**config.mk**
```make
export PLATFORM = sky130hd
export DESIGN_NAME = acp_device_flat
export DESIGN_NICKNAME = d
export VERILOG_FILES = /design/src/hw/acp_pkg.sv /design/src/hw/acp_if.sv /design/src/hw/acp_device.sv /design/src/flat_wrapper.sv
export SDC_FILE = /design/constraint.sdc
export NUM_CORES = 1
export LEC_CHECK = 0
export ABC_AREA = 1
export BUFFER_PORTS_ARGS = -buffer_cell sky130_fd_sc_hd__buf_2
export CAP_MARGIN = 20
export CORE_ASPECT_RATIO = 2
export CORE_MARGIN = 4
export CORE_UTILIZATION = 26
export CTS_CLUSTER_SIZE = 28
export DETAILED_ROUTE_END_ITERATION = 7
export RECOVER_POWER = 25
export SYNTH_ARGS = -nofsm -noshare
export SYNTH_HDL_FRONTEND = slang
export SYNTH_SLANG_ARGS = --single-unit
export TNS_END_PERCENT = 1
```
**constraint.sdc**
```tcl
create_clock -name clk -period 2.86 [get_ports clk]
set_clock_uncertainty 0.2 [all_clocks]
set_input_delay 0.572 -clock clk [delete_from_list [all_inputs] [get_ports clk]]
set_output_delay 0.572 -clock clk [all_outputs]
set_load 0.01 [all_outputs]
```
**src/hw/acp_pkg.sv**
```systemverilog
// Purpose: Shared constants of the ADPCM configuration port, both ends.
// Assumes: Host and device logic both run on a 50 MHz clk.
// Notes:   Notes on behaviour follow.
//
// Notes on behaviour
// - Hold reset low 1 ms at power-up.
// - Reset clears control bytes, sets both idle bits.
// - Pulse reset when changing strap mode.
// - Strap high: serial port; low: pins configure.
// - Strap mode uses time slot 0 everywhere.
// - Short write: command byte plus control byte.
// - Long write: command, control, input, output slot.
// - Address mismatch ignores following bytes.
// - Command bit 6 picks channel side.
// - Select 1 means X, 0 means Y.
// - Data outputs float during register update.
// - Idle bit disables channel, floats its output.
// - Both idle: standby, serial clock under 39 kHz.
// - Coefficient reset bit self-clears when done.
// - Sample on serial clock rise, LSB first.
// - Port select low for whole write.
// - Channel input sampled on bit clock fall.
// - Channel output updated on bit clock rise.
// - Backplane gives 8 kHz frame, locked clock.
// - Master clock asynchronous; cross every domain.
// - Bit clocks from 256 kHz to 4.096 MHz.
// - Capture in input slot, send in output slot.
package acp_pkg;

    // =====================================================================
    // Timing
    // =====================================================================
    localparam int ACP_CLK_HZ        = 50_000_000;
    localparam int ACP_RST_HOLD_US   = 1000;
    localparam int ACP_RST_HOLD_CYC  = ACP_CLK_HZ / 1_000_000 * ACP_RST_HOLD_US;
    localparam int ACP_SCLK_MAX_HZ   = 39_000;
    // Half period rounded up so the clock never exceeds the standby limit.
    localparam int ACP_SCLK_HALF_CYC =
        (ACP_CLK_HZ + 2 * ACP_SCLK_MAX_HZ - 1) / (2 * ACP_SCLK_MAX_HZ);
    localparam int ACP_COEF_RST_CYC  = 16;

    // =====================================================================
    // Command and control byte layout
    // =====================================================================
    localparam int       ACP_ADDR_W      = 6;
    localparam int       ACB_SIDE_BIT    = 6;
    localparam int       ACB_RSVD_BIT    = 7;
    localparam int       CR_IPD_BIT      = 5;
    localparam int       CR_COEFFICIENT_RESET_BIT_BIT    = 4;
    localparam int       CR_LAW_BIT      = 2;
    localparam int       CR_CODING_BIT   = 0;
    localparam logic [7:0] CR_RESET_VAL  = 8'h20;
    localparam int       ACP_SLOT_W      = 6;
    localparam int       ACP_WORD_BITS   = 8;
    localparam logic [5:0] ACP_SLOT_ZERO = 6'h00;

    // =====================================================================
    // Host register map (byte addresses)
    // =====================================================================
    localparam logic [4:0] HREG_ACB  = 5'h00;
    localparam logic [4:0] HREG_CR   = 5'h04;
    localparam logic [4:0] HREG_IN   = 5'h08;
    localparam logic [4:0] HREG_OUT  = 5'h0c;
    localparam logic [4:0] HREG_CMD  = 5'h10;
    localparam logic [4:0] HREG_STAT = 5'h14;
    localparam int CMD_GO_BIT    = 0;
    localparam int CMD_LONG_BIT  = 1;
    localparam int CMD_RST_BIT   = 2;
    localparam int CMD_STRAP_BIT = 3;

endpackage

```
**src/hw/acp_if.sv**
```systemverilog
// Purpose: Three-wire configuration link plus reset and strap lines.
// Assumes: All lines are driven by the host end only.
// Notes:   No two-way pins; no clocking block.
`timescale 1ns/100ps
interface acp_if;
    logic sclk;
    logic config_serial_in;
    logic port_select_n;
    logic reset_n;
    logic port_mode_strap;

    modport host
    (
        output sclk,
        output config_serial_in,
        output port_select_n,
        output reset_n,
        output port_mode_strap
    );

    modport dev
    (
        input sclk,
        input config_serial_in,
        input port_select_n,
        input reset_n,
        input port_mode_strap
    );
endinterface

```
**src/hw/acp_device.sv**
```systemverilog
// Purpose: Device end: serial configuration, control bytes, TDM gating.
// Assumes: clk stands in for the master clock; every pin is asynchronous.
// Notes:   The coding engine is a pass-through stand-in for the arithmetic.
//
// Added by the designer: the register offsets and register access over Avalon-MM.
`timescale 1ns/100ps
module acp_device
    import acp_pkg::*;
#(
    parameter int COEF_RST_CYC = ACP_COEF_RST_CYC,
    parameter int FRAME_IDX_W  = 9
)
(
    input  wire logic                  clk,
    input  wire logic                  reset,
    acp_if.dev                         lnk,
    input  wire logic [ACP_ADDR_W-1:0] device_addr,
    input  wire logic                  x_bit_clock,
    input  wire logic                  x_frame_pulse,
    input  wire logic                  x_side_serial_in,
    output logic                       x_side_serial_out,
    output logic                       x_side_out_en,
    input  wire logic                  y_bit_clock,
    input  wire logic                  y_frame_pulse,
    input  wire logic                  y_side_serial_in,
    output logic                       y_side_serial_out,
    output logic                       y_side_out_en,
    output logic [7:0]                 x_control,
    output logic [7:0]                 y_control,
    output logic                       standby
);

    // =====================================================================
    // Pin synchronisers
    // =====================================================================
    localparam int P_SCLK = 0;
    localparam int P_SDI  = 1;
    localparam int P_CS   = 2;
    localparam int P_RST  = 3;
    localparam int P_MODE = 4;
    localparam int P_BCLK = 5;  // Per channel: base + 3 * index.
    localparam int P_FS   = 6;
    localparam int P_DIN  = 7;
    localparam int NPIN   = 11;

    logic [NPIN-1:0] meta;
    logic [NPIN-1:0] pin;
    logic [NPIN-1:0] pin_d;
    logic [NPIN-1:0] raw;

    // Channel index 1 is X and 0 is Y so the select bit indexes directly.
    assign raw = {x_side_serial_in, x_frame_pulse, x_bit_clock,
                  y_side_serial_in, y_frame_pulse, y_bit_clock,
                  lnk.port_mode_strap, lnk.reset_n, lnk.port_select_n,
                  lnk.config_serial_in, lnk.sclk};

    // Two flops per pin, then one more for edge finding.
    always_ff @(posedge clk)
    begin
        meta  <= raw;
        pin   <= meta;
        pin_d <= pin;
    end

    logic rst_i;
    logic sw_mode;
    logic port_on;
    logic sclk_rise;
    logic cs_rise;

    assign rst_i     = reset | ~pin[P_RST];
    assign sw_mode   = pin[P_MODE];
    assign port_on   = sw_mode & ~pin[P_CS];
    assign sclk_rise = pin[P_SCLK] & ~pin_d[P_SCLK];
    assign cs_rise   = pin[P_CS] & ~pin_d[P_CS];

    // =====================================================================
    // Serial receiver
    // =====================================================================
    logic [7:0] shreg;
    logic [2:0] bit_cnt;
    logic [2:0] byte_cnt;
    logic       matched;
    logic       side;
    logic [7:0] stage_cr;
    logic [7:0] stage_in;
    logic [7:0] next_byte;
    logic       byte_done;
    logic       commit_long;
    logic       commit_short;
    logic       busy;

    // Bits arrive LSB first, so each one enters at the top.
    assign next_byte    = {pin[P_SDI], shreg[7:1]};
    assign byte_done    = sclk_rise & port_on & (bit_cnt == 3'h7);
    assign commit_long  = byte_done & matched & (byte_cnt == 3'h3);
    // A short write is only taken when select rises on a byte boundary.
    assign commit_short = cs_rise & sw_mode & matched
                        & (byte_cnt == 3'h2) & (bit_cnt == 3'h0);
    assign busy         = port_on & matched;

    // Counters restart whenever select is high, dropping partial writes.
    always_ff @(posedge clk)
    begin
        if (rst_i || !port_on)
        begin
            bit_cnt  <= 3'h0;
            byte_cnt <= 3'h0;
            matched  <= 1'b0;
        end
        else if (sclk_rise)
        begin
            shreg   <= next_byte;
            bit_cnt <= bit_cnt + 3'h1;
            if (bit_cnt == 3'h7 && byte_cnt != 3'h4)
            begin
                byte_cnt <= byte_cnt + 3'h1;
                if (byte_cnt == 3'h0)
                begin
                    matched <= (next_byte[ACP_ADDR_W-1:0] == device_addr)
                             & ~next_byte[ACB_RSVD_BIT];
                    side    <= next_byte[ACB_SIDE_BIT];
                end
                if (byte_cnt == 3'h1)
                begin
                    stage_cr <= next_byte;
                end
                if (byte_cnt == 3'h2)
                begin
                    stage_in <= next_byte;
                end
            end
        end
    end

    // =====================================================================
    // Channel configuration
    // =====================================================================
    logic [7:0]            ctrl     [2];
    logic [ACP_SLOT_W-1:0] in_slot  [2];
    logic [ACP_SLOT_W-1:0] out_slot [2];
    logic [1:0]            coef_done;

    // Strap mode control byte from the address pins; slots forced to zero.
    function automatic logic [7:0] strap_ctrl(input logic [2:0] p);
        logic [7:0] c;
        c                = 8'h00;
        c[CR_IPD_BIT]    = p[0];
        c[CR_CODING_BIT] = p[1];
        c[CR_LAW_BIT]    = p[2];
        return c;
    endfunction

    always_ff @(posedge clk)
    begin
        for (int ch = 0; ch < 2; ch++)
        begin
            if (rst_i)
            begin
                ctrl[ch]     <= CR_RESET_VAL;
                in_slot[ch]  <= ACP_SLOT_ZERO;
                out_slot[ch] <= ACP_SLOT_ZERO;
            end
            else if (!sw_mode)
            begin
                ctrl[ch]     <= strap_ctrl(device_addr[3*ch +: 3]);
                in_slot[ch]  <= ACP_SLOT_ZERO;
                out_slot[ch] <= ACP_SLOT_ZERO;
            end
            else if ((commit_long || commit_short) && side == ch[0])
            begin
                ctrl[ch] <= stage_cr;
                if (commit_long)
                begin
                    in_slot[ch]  <= stage_in[ACP_SLOT_W-1:0];
                    out_slot[ch] <= next_byte[ACP_SLOT_W-1:0];
                end
            end
            else if (coef_done[ch])
            begin
                ctrl[ch][CR_COEFFICIENT_RESET_BIT_BIT] <= 1'b0;
            end
        end
    end

    assign x_control = ctrl[1];
    assign y_control = ctrl[0];
    assign standby   = ctrl[0][CR_IPD_BIT] & ctrl[1][CR_IPD_BIT];

    // =====================================================================
    // Per-channel coefficient reset and TDM interface
    // =====================================================================
    logic [1:0] dout;
    logic [1:0] doe;

    for (genvar g = 0; g < 2; g++)
    begin : g_ch
        logic [$clog2(COEF_RST_CYC+1)-1:0] coef_cnt;
        logic [FRAME_IDX_W-1:0]            idx;
        logic [FRAME_IDX_W-1:0]            next_idx;
        logic [ACP_WORD_BITS-1:0]          in_sh;
        logic [ACP_WORD_BITS-1:0]          out_word;
        logic                              bclk_rise;
        logic                              bclk_fall;
        logic                              live;

        assign bclk_rise = pin[P_BCLK+3*g] & ~pin_d[P_BCLK+3*g];
        assign bclk_fall = ~pin[P_BCLK+3*g] & pin_d[P_BCLK+3*g];
        assign live      = ~ctrl[g][CR_IPD_BIT];
        assign next_idx  = pin[P_FS+3*g] ? '0 : idx + 1'b1;
        assign coef_done[g] = ctrl[g][CR_COEFFICIENT_RESET_BIT_BIT]
                            && coef_cnt == COEF_RST_CYC[$bits(coef_cnt)-1:0];

        // Models the coefficient restore time before the bit self-clears.
        always_ff @(posedge clk)
        begin
            if (rst_i || !ctrl[g][CR_COEFFICIENT_RESET_BIT_BIT])
            begin
                coef_cnt <= '0;
            end
            else if (!coef_done[g])
            begin
                coef_cnt <= coef_cnt + 1'b1;
            end
        end

        // Frame sync on a rising bit clock marks bit 0 of slot 0.
        always_ff @(posedge clk)
        begin
            if (rst_i)
            begin
                idx <= '0;
            end
            else if (bclk_rise)
            begin
                idx <= next_idx;
            end
        end

        // Input capture on the falling bit clock, MSB first.
        always_ff @(posedge clk)
        begin
            if (rst_i)
            begin
                in_sh    <= '0;
                out_word <= '0;
            end
            else if (bclk_fall && live
                     && idx[FRAME_IDX_W-1:3] == in_slot[g])
            begin
                in_sh <= {in_sh[ACP_WORD_BITS-2:0], pin[P_DIN+3*g]};
                if (idx[2:0] == 3'h7)
                begin
                    // Stand-in engine: the word is passed on unchanged.
                    out_word <= {in_sh[ACP_WORD_BITS-2:0],
                                 pin[P_DIN+3*g]};
                end
            end
        end

        // Output bit and enable update on a rising bit clock; reset, idle or busy clears them at once.
        always_ff @(posedge clk)
        begin
            if (rst_i || !live || busy)
            begin
                doe[g]  <= 1'b0;
                dout[g] <= 1'b0;
            end
            else if (bclk_rise)
            begin
                doe[g]  <= next_idx[FRAME_IDX_W-1:3] == out_slot[g];
                dout[g] <= out_word[3'h7 - next_idx[2:0]];
            end
        end
    end

    assign x_side_serial_out = dout[1];
    assign x_side_out_en     = doe[1];
    assign y_side_serial_out = dout[0];
    assign y_side_out_en     = doe[0];

endmodule

```
**src/flat_wrapper.sv**
```systemverilog
// flat-port wrapper written by rule: the top's interface ports become plain ports
module acp_device_flat import acp_pkg::*;
#(
    parameter int COEF_RST_CYC = ACP_COEF_RST_CYC,
    parameter int FRAME_IDX_W  = 9
)
  (clk, reset, device_addr, x_bit_clock, x_frame_pulse, x_side_serial_in, x_side_serial_out, x_side_out_en, y_bit_clock, y_frame_pulse, y_side_serial_in, y_side_serial_out, y_side_out_en, x_control, y_control, standby, lnk_sclk, lnk_config_serial_in, lnk_port_select_n, lnk_reset_n, lnk_port_mode_strap);
  acp_if lnk_i ();
  input  wire logic clk;
  input  wire logic reset;
  input  wire logic [ACP_ADDR_W-1:0] device_addr;
  input  wire logic x_bit_clock;
  input  wire logic x_frame_pulse;
  input  wire logic x_side_serial_in;
  output logic x_side_serial_out;
  output logic x_side_out_en;
  input  wire logic y_bit_clock;
  input  wire logic y_frame_pulse;
  input  wire logic y_side_serial_in;
  output logic y_side_serial_out;
  output logic y_side_out_en;
  output logic [7:0] x_control;
  output logic [7:0] y_control;
  output logic standby;
  input wire logic [$bits(lnk_i.sclk)-1:0] lnk_sclk;
  input wire logic [$bits(lnk_i.config_serial_in)-1:0] lnk_config_serial_in;
  input wire logic [$bits(lnk_i.port_select_n)-1:0] lnk_port_select_n;
  input wire logic [$bits(lnk_i.reset_n)-1:0] lnk_reset_n;
  input wire logic [$bits(lnk_i.port_mode_strap)-1:0] lnk_port_mode_strap;
  assign lnk_i.sclk = lnk_sclk;
  assign lnk_i.config_serial_in = lnk_config_serial_in;
  assign lnk_i.port_select_n = lnk_port_select_n;
  assign lnk_i.reset_n = lnk_reset_n;
  assign lnk_i.port_mode_strap = lnk_port_mode_strap;
  acp_device #(.COEF_RST_CYC(COEF_RST_CYC), .FRAME_IDX_W(FRAME_IDX_W)) u_core (.clk(clk), .reset(reset), .lnk(lnk_i), .device_addr(device_addr), .x_bit_clock(x_bit_clock), .x_frame_pulse(x_frame_pulse), .x_side_serial_in(x_side_serial_in), .x_side_serial_out(x_side_serial_out), .x_side_out_en(x_side_out_en), .y_bit_clock(y_bit_clock), .y_frame_pulse(y_frame_pulse), .y_side_serial_in(y_side_serial_in), .y_side_serial_out(y_side_serial_out), .y_side_out_en(y_side_out_en), .x_control(x_control), .y_control(y_control), .standby(standby));
endmodule
```
==> metrics.cfg, run 1 <==
[clocking]
cts_root_buf = clkbuf_16
clk_pin_slew_ns = 0.06
cts_tree = done
clock_latency_ns = 0.43
clock_path_buffers = 2
cts_hold_buf = 0
cts_resized = 0
cts_buffers = 17
cts_setup_buffers = 0
cts_sinks = 157
htree_levels = 4

[detailed_routing]
first_pass_iters = 4
ant_nets = 0
viasPerCell = 4.32
wirelength_mm = 14.7
drt-initial-drc-count = 144
drc = 0
num_vias = 4869
wl_per_cell_um = 13.0

[timing]
tightestPinTransition_ns = 0.598
slew_viol_final = 0
slew_headroom_pct = 60.1
min_period_over_period_pct = 73.2
max_freq_mhz = 477
finalSetupViolations = 0
whs_ns = 0.0355
fin_crit_ns = 2.09
hold_violations = 0
rsz0062_at_grt = no
setup_tns_ns = 0

[global_route]
antenna_found_initial = 0
grt_max_degree = 37
grt_usage_pct = 11.0
grt_pass1_wl_mm = 23.8
gr-total-overflow = 0
grt_pass1_vias = 4914

[finish]
drive_gt1_share_pct = 13.3
multiInputGateArea_sq_um = 2380
regArea_sq_um = 3760
nets = 813
fill_cells = 2614
mostFrequentLayoutCell = nor2_1
insertedDiodeCount = 0
layout_common_cells = nor2_1 (120), inv_1 (105), dfxtp_1 (95)
finish.utilization_pct = 31.1
area_growth_syn_to_layout_pct = 17.8

[critical_path]
r2r_setup_slack_ns = 0.77
rr_worst_depth = 10
arrival_ns = 2.01
cp-end-kind = flop
reg2reg_to = u_core.ctrl[0][3]$_SDFFCE_PN0P_
r2r-start = u_core.bit_cnt[1]$_SDFFE_PP0N_
startpoint_type = flop
required_ns = 2.77
worstSetupPathType = reg -> reg
critPathMaxFanout = 7

[power]
finalPower_mw = 4.83
ir_worst_vdd_v = 0.000636
total_leakage_power_nw = 3.23
power.density_nw_per_um2 = 619

[place]
io_buffers = 39
dpl.hpwl_mm = 11.4
gp_congestion = 0.795

[synthesis]
synth_cell_types = 42
yosysSeqAreaShare_pct = 56.8
synth_seq_cells = 157
synth_edf_count = 62
ys.flop_type = dfxtp_1
synth_area_leader_cell = dfxtp_1
syn_inst = 727
synth_area_leaders = dfxtp_1 (29%), edfxtp_1 (28%), nor2_1 (6.8%)
avgSynthCellArea_sq_um = 9.11
synth_top_area_share_pct = 28.7
syn_nets = 762
synth-async-reset-ratio_pct = 0
ys_warn_count = 0
netlist_area_sq_um = 6630

[worst_hold_path]
min_path_cells = 1
min_from = y_side_serial_in
hold_path_class = in -> reg
hold_end = u_core.meta[7]$_DFF_P_

[floorplan]
die_h_um = 234
die_area_sq_um = 28300
fp-row-count = 82
pin_count = 40
dieWidth_um = 121
start_util_pct = 26.4
core_sq_um = 25100

[flow_run]
drv_cap = 0

[status]
outcome = completed

## cells in the mapped netlist (6+ instances only)
master / n
nor2_1: 120
edfxtp_1: 62
clkbuf_1: 8
nor2_2: 7
o22ai_1: 7
o21ai_0: 43
nand2_1: 94
ha_1: 16
a21oi_1: 47
xnor2_1: 6
dfxtp_1: 95
xor2_1: 7
a211oi_1: 14
nand3_1: 38
inv_1: 105
nand4_1: 12
## metal layers
layer	part of all wire (%)	wire, um	track usage, %	vias to the layer above
met5	0	0	0	-
met1	33	4890	9.23	2250
met4	5.7	845	7.87	0
met3	2.2	330	2.15	40
li1	-	-	-	2504
met2	59	8630	22.0	75
## sequential cells by signal, summed over array words and instances (netlist names)
register and cells:
u_core.shreg 7, u_core.stage_cr 8, u_core.g_ch.in_sh 14, u_core.x_side_out_en 1, u_core.y_side_out_en 1, u_core.matched 1, u_core.g_ch.out_word 16, u_core.in_slot 12
u_core.byte_cnt 3, u_core.out_slot 12, u_core.pin 11, u_core.bit_cnt 3, u_core.g_ch.idx 18, u_core.side 1, u_core.g_ch.coef_cnt 10, u_core.y_side_serial_out 1
u_core.ctrl 16, u_core.meta 11, u_core.pin_d 4, u_core.x_side_serial_out 1, u_core.stage_in 6
## through the flow
step           setup slack, ns  area [sq um]  cells
6_report                 0.765          7800   1127
5_1_grt                  0.542          7800   1127
4_1_cts                  0.732          7810   1127
3_5_place_dp             0.598          7220   1095
3_3_place_gp             0.615          7220   1095
2_1_floorplan            0.511          6630    727
## area by class of cell
cell class | instances | share of cell area (%)
Sequential cell | 157 | 48.2
Multi-Input combinational cell | 447 | 30.4
Clock buffer | 17 | 5.45
Tap cell | 336 | 5.39
Inverter | 108 | 5.19
Timing Repair Buffer | 47 | 3.21
Clock inverter | 15 | 2.10
## worst max-delay path: stages (launching register included)
cell	delay, ns
dfxtp_1	0.35
ha_1	0.17
ha_1	0.16
nand2_2	0.09
inv_2	0.08
nand3b_4	0.09
nand2_1	0.10
inv_1	0.06
nor2_2	0.14
nand2_1	0.09
nand2_1	0.24
## worst max-delay path by stage
stage | cells after the start | to | slack (ns) | from
finish | 10 | u_core.ctrl[0][3]$_SDFFCE_PN0P_ | 0.77 | u_core.bit_cnt[1]$_SDFFE_PP0N_
global route | 9 | u_core.y_side_out_en$_SDFFE_PP0P_ | 0.54 | u_core.pin[5]$_DFF_P_
CTS | 7 | u_core.g_ch[1].out_word[2]$_SDFFE_PP0P_ | 0.73 | u_core.ctrl[1][5]$_SDFFCE_PN1P_
detailed placement | 7 | u_core.stage_in[0]$_DFFE_PP_ | 0.60 | reset
global placement | 7 | u_core.stage_in[5]$_DFFE_PP_ | 0.61 | reset
floorplan | 6 | u_core.in_slot[0][0]$_SDFFCE_PN0P_ | 0.51 | u_core.bit_cnt[0]$_SDFFE_PP0N_
## power by group
| group | total [mW] | switching (mW) | leakage [nW] | internal, mW |
|---|---|---|---|---|
| clock network | 2.25 | 0.949 | 0.278 | 1.30 |
| logic | 0.183 | 0.120 | 1.52 | 0.0625 |
| registers | 2.40 | 0.0365 | 1.43 | 2.37 |
## logic make-up after synthesis
family / synth area share (%)
AO/OA/AOI/OAI: 11.3
XOR/XNOR: 1.72
adder cells (fa/ha/maj): 3.02
buffers and inverters: 7.35
flip-flops: 56.8
AND/OR/NAND/NOR: 19.9
No activity file was read; power rests on OpenSTA's default activity.
==> run 2: changes to the inputs <==
==> constraint.sdc (replaced) <==
create_clock -name clk -period 2.1 [get_ports clk]
set_clock_uncertainty 0.2 [all_clocks]
set_input_delay 0.42 -clock clk [delete_from_list [all_inputs] [get_ports clk]]
set_output_delay 0.42 -clock clk [all_outputs]
set_load 0.01 [all_outputs]
==> metrics.cfg, run 2 (synthesis gave the netlist of run 1 again) <==
[clocking]
clk_pin_slew_ns = 0.06
htree_levels = 4
clock_path_buffers = 2
cts_sinks = 157
clock_latency_ns = 0.43
cts_root_buf = clkbuf_16
cts_buffers = 17
cts_tree = done

[finish]
insertedDiodeCount = 0
drive_gt1_share_pct = 14.7
finalNonFillerCells = 1153
area_growth_syn_to_layout_pct = 21.6
reg_top3 = u_core.g_ch.idx x18, u_core.ctrl x16, u_core.g_ch.out_word x16
nets = 839
layout_common_cells = nor2_1 (119), inv_1 (105), dfxtp_1 (94)
largest_register_ffs = 18
regMostFlops = u_core.g_ch.idx
fill_cells = 2605
mostFrequentLayoutCell = nor2_1

[critical_path]
cp-end-kind = flop
critPathMaxFanout = 5
startpoint_type = flop
required_ns = 2.08
arrival_ns = 1.93
worstSetupPathType = reg -> reg

[global_route]
grt_pass1_wl_mm = 24.5
gr-total-overflow = 0
grt_max_degree = 20
grt_pass1_vias = 5052
grt_usage_pct = 11.3
antenna_found_initial = 0

[timing]
fin_crit_ns = 1.95
max_freq_mhz = 513
whs_ns = 0.126
tightestPinTransition_ns = 0.446
slew_headroom_pct = 70.1
finalSetupViolations = 0
min_period_over_period_pct = 92.8
hold_violations = 0
slew_viol_final = 0
rsz0062_at_grt = no

[floorplan]
pin_count = 40
die_area_sq_um = 28300
dieWidth_um = 121
core_sq_um = 25100
fp-row-count = 82
start_util_pct = 26.4
die_h_um = 234

[power]
total_leakage_power_nw = 3.35
power.density_nw_per_um2 = 821
ir_worst_vdd_v = 0.000634

[flow_run]
drv_cap = 0

[detailed_routing]
first_pass_iters = 4
num_vias = 5036
drt-initial-drc-count = 142
wirelength_mm = 15.2
viasPerCell = 4.37
wl_per_cell_um = 13.1
drc = 0
ant_nets = 0

[place]
io_buffers = 39
gp_congestion = 0.818
dpl.cell_count = 1110
dpl.hpwl_mm = 11.9

[status]
outcome = completed

[worst_hold_path]
hold_path_class = reg -> reg

-- run 2: final timing paths --
kind | end | start | slack [ns] | cells after the start
setup / recovery | u_core.ctrl[1][0]$_SDFFCE_PN0P_ | u_core.bit_cnt[0]$_SDFFE_PP0N_ | 0.15 | 11
hold / removal | u_core.pin[8]$_DFF_P_ | u_core.meta[8]$_DFF_P_ | 0.13 | 0
setup reg to reg | u_core.ctrl[1][0]$_SDFFCE_PN0P_ | u_core.bit_cnt[0]$_SDFFE_PP0N_ | 0.15 | 11
hold reg to reg | u_core.pin[8]$_DFF_P_ | u_core.meta[8]$_DFF_P_ | 0.13 | 0
-- run 2: routing by layer --
layer  vias to the layer above  GRT usage, %  part of all wire [%]
li1                       2554             -                     -
met1                      2347          9.60                    33
met2                        84          21.9                    58
met3                        51          2.29                   1.7
met4                         0          9.43                   7.1
met5                         -             0                     0
-- run 2: what timing repair did --
item / in CTS / in global routing
resized for setup: 0 / 7
endpoints found under the hold margin: 11 / 0
buffers inserted: 0 / 0
endpoints found under the setup margin: 0 / 17
hold buffers: 11 / 0
-- run 2: cell type report --
class | count | area, sq um | area share, %
Inverter | 108 | 405 | 5.03
Tap cell | 336 | 420 | 5.22
Clock inverter | 15 | 163 | 2.02
Multi-Input combinational cell | 447 | 2400 | 29.8
Clock buffer | 17 | 425 | 5.28
Timing Repair Buffer | 73 | 478 | 5.93
Sequential cell | 157 | 3760 | 46.7
-- run 2: critical path, stage by stage (launching register included) --
cell and delay (ns):
dfxtp_1 0.32, ha_1 0.20, ha_1 0.19, nand2_2 0.11
inv_2 0.05, nand3b_4 0.08, nand2_1 0.07, inv_1 0.11
nor2_1 0.07, nand2_2 0.08, inv_1 0.05, a22o_1 0.17
-- run 2: where the power goes --
part,switching (mW),internal (mW)
clock,1.29,1.77
sequential,0.0505,3.22
combinational,0.171,0.106
total,1.51,5.10
-- run 2: stage by stage --
stage	instance area [sq um]	setup TNS, ns	setup slack, ns	power [mW]	util (%)
after floorplan	6630	-5.97	-0.249	3.49	-
after global routing	8060	0	0.00841	6.85	32.0
after detailed placement	7350	0	0.0373	3.61	29.2
after CTS	8050	0	0.0255	6.70	32.0
final	8060	0	0.150	6.61	32.0
after global placement	7350	0	0.0632	3.60	29.2
==> run 3: changes to the inputs <==
--- a/config.mk
+++ b/config.mk
@@ -5,7 +5,7 @@
 export SDC_FILE = /design/constraint.sdc
 export NUM_CORES = 1
 export LEC_CHECK = 0
-export ABC_AREA = 1
+export ABC_AREA = 0
 export BUFFER_PORTS_ARGS = -buffer_cell sky130_fd_sc_hd__buf_2
 export CAP_MARGIN = 20
 export CORE_ASPECT_RATIO = 2
==> metrics.cfg, run 3 <==
[global_route]
grt_max_degree = 28
antenna_found_initial = 0
grt_usage_pct = 10.9
gr-total-overflow = 0
grt_pass1_vias = 4617
grt_pass1_wl_mm = 23.2

[finish]
insertedDiodeCount = 0
reg_top3 = u_core.g_ch.idx x18, u_core.ctrl x16, u_core.g_ch.out_word x16
nets = 717
largest_register_ffs = 18
layout_common_cells = dfxtp_1 (93), nor2_1 (80), edfxtp_1 (62)
mostFrequentLayoutCell = dfxtp_1
finish.utilization_pct = 33.3
finalNonFillerCells = 1027
regMostFlops = u_core.g_ch.idx
drive_gt1_share_pct = 19.6
area_growth_syn_to_layout_pct = 25.7

[detailed_routing]
drc = 0
drt-initial-drc-count = 151
viasPerCell = 4.40
wirelength_mm = 14.3
wl_per_cell_um = 14.0
first_pass_iters = 4
ant_nets = 0
num_vias = 4516

[synthesis]
syn_inst = 586
synth.most_common_cell = dfxtp_1
netlist_area_sq_um = 6500
yosysSeqAreaShare_pct = 57.9
synthTopCellsByCount = dfxtp_1 (95), nor2_1 (82), edfxtp_1 (62), and2_1 (39), mux2i_1 (38)
synth_seq_cells = 157
avgSynthCellArea_sq_um = 11.1
synth_area_leaders = dfxtp_1 (29%), edfxtp_1 (29%), mux2i_1 (5.9%)
synth_top_area_share_pct = 29.3
syn_nets = 621
synth_area_leader_cell = dfxtp_1
synth-async-reset-ratio_pct = 0
synth_edf_count = 62
synth_cell_types = 45
ys.flop_type = dfxtp_1
ys_warn_count = 0

[critical_path]
crit_chain = buf_4 > ha_1 > ha_1 > nand3_4 > o41ai_4 > nor2b_1 > buf_4 > a22o_1
arrival_ns = 2.02
critPathMaxFanout = 7
worstSetupPathType = reg -> reg
startpoint_type = flop
slowest_stage = dfxtp_1
required_ns = 2.08
cp-end-kind = flop
max_stage_delay_ns = 0.31

[place]
io_buffers = 39
gp_congestion = 0.835
dpl.cell_count = 984
dpl.hpwl_mm = 10.9

[clocking]
htree_levels = 4
cts_setup_buffers = 0
clk_pin_slew_ns = 0.07
clock_latency_ns = 0.43
cts_sinks = 157
cts_buffers = 17
cts_root_buf = clkbuf_16
clock_path_buffers = 2
cts_tree = done

[timing]
whs_ns = 0.124
min_period_over_period_pct = 97.3
finalSetupViolations = 0
slew_viol_final = 0
max_freq_mhz = 489
fin_crit_ns = 2.04
hold_violations = 0
slew_headroom_pct = 70.6
tightestPinTransition_ns = 0.438
rsz0062_at_grt = yes

[floorplan]
die_area_sq_um = 27700
start_util_pct = 26.5
dieWidth_um = 120
fp-row-count = 81
core_sq_um = 24500
pin_count = 40
die_h_um = 232

[flow_run]
drv_cap = 0

[power]
finalPower_mw = 6.41
ir_worst_vdd_v = 0.000649
power.density_nw_per_um2 = 785
total_leakage_power_nw = 3.13

[status]
outcome = completed

[worst_hold_path]
hold_path_class = reg -> reg

## run 3: changes by cell type in the layout (fill, tap and decap cells not counted), sizes merged, moves of 15 or more
cell    change
a211oi     -18
nor2       -48
buf        +26
xnor2      +19
a21oi      -28
mux2i      +38
o21ai      -15
inv        -89
nand3      -18
nand2      -78
and2       +39
## run 3: report_power, final
| part | internal, mW | switching, mW | total, mW |
|---|---|---|---|
| registers | 3.21 | 0.0349 | 3.25 |
| logic | 0.0916 | 0.117 | 0.209 |
| clock network | 1.64 | 1.32 | 2.95 |
## run 3: critical path, delay by kind of cell (launching register included)
family / cells / cell delay (ns)
flops: 1 / 0.31
buf+inv: 2 / 0.30
fa+ha+maj: 2 / 0.41
compound gates: 2 / 0.29
simple gates: 2 / 0.27
## run 3: worst paths after layout
kind / startpoint / endpoint / slack (ns) / cells after the start
worst max-delay path: u_core.byte_cnt[0]$_SDFFE_PP0P_ / u_core.ctrl[1][0]$_SDFFCE_PN0P_ / 0.06 / 8
worst min-delay path: u_core.meta[9]$_DFF_P_ / u_core.pin[9]$_DFF_P_ / 0.12 / 0
worst max register to register: u_core.byte_cnt[0]$_SDFFE_PP0P_ / u_core.ctrl[1][0]$_SDFFCE_PN0P_ / 0.06 / 8
worst min register to register: u_core.meta[9]$_DFF_P_ / u_core.pin[9]$_DFF_P_ / 0.12 / 0
## run 3: stage by stage
stage	setup slack, ns	instance area [sq um]	setup TNS, ns
floorplan	-0.0476	6500	-1.14
global placement	-0.0841	7420	-0.306
detailed placement	-0.0593	7420	-0.384
CTS	-0.0115	8120	-0.0115
global route	-0.0150	8170	-0.0150
finish	0.0560	8170	0
## run 3: area by class of cell
type | count | area (sq um)
inverter | 15 | 56.3
clock inverter | 13 | 123
fill | 2517 | 16400
multi-input combinational | 391 | 2650
tap | 332 | 415
timing repair buffer | 100 | 699
sequential | 157 | 3770
clock buffer | 19 | 454
## run 3: cell families after synthesis
family	Yosys count	synth area share, %
fa+ha+maj	16	3.08
mux	40	6.55
buf+inv	38	2.41
compound gates	74	6.82
xor+xnor	44	5.93
simple gates	217	17.3
flops	157	57.9
## run 3: timing repair
| action | in CTS | in global routing |
|---|---|---|
| cloned | 0 | 0 |
| hold buffers | 11 | 0 |
| hold endpoints to repair | 11 | 0 |
| resized for setup | 2 | 16 |
| pin swaps | 0 | 2 |
| endpoints found under the setup margin | 31 | 38 |
## run 3: metal layers
| layer | part of all wire [%] | GRT usage (%) | vias up |
|---|---|---|---|
| met3 | 2.8 | 2.71 | 29 |
| met2 | 59 | 21.3 | 79 |
| met1 | 34 | 9.86 | 2167 |
| met5 | 0 | 0 | - |
| li1 | - | - | 2241 |
| met4 | 3.6 | 6.17 | 0 |
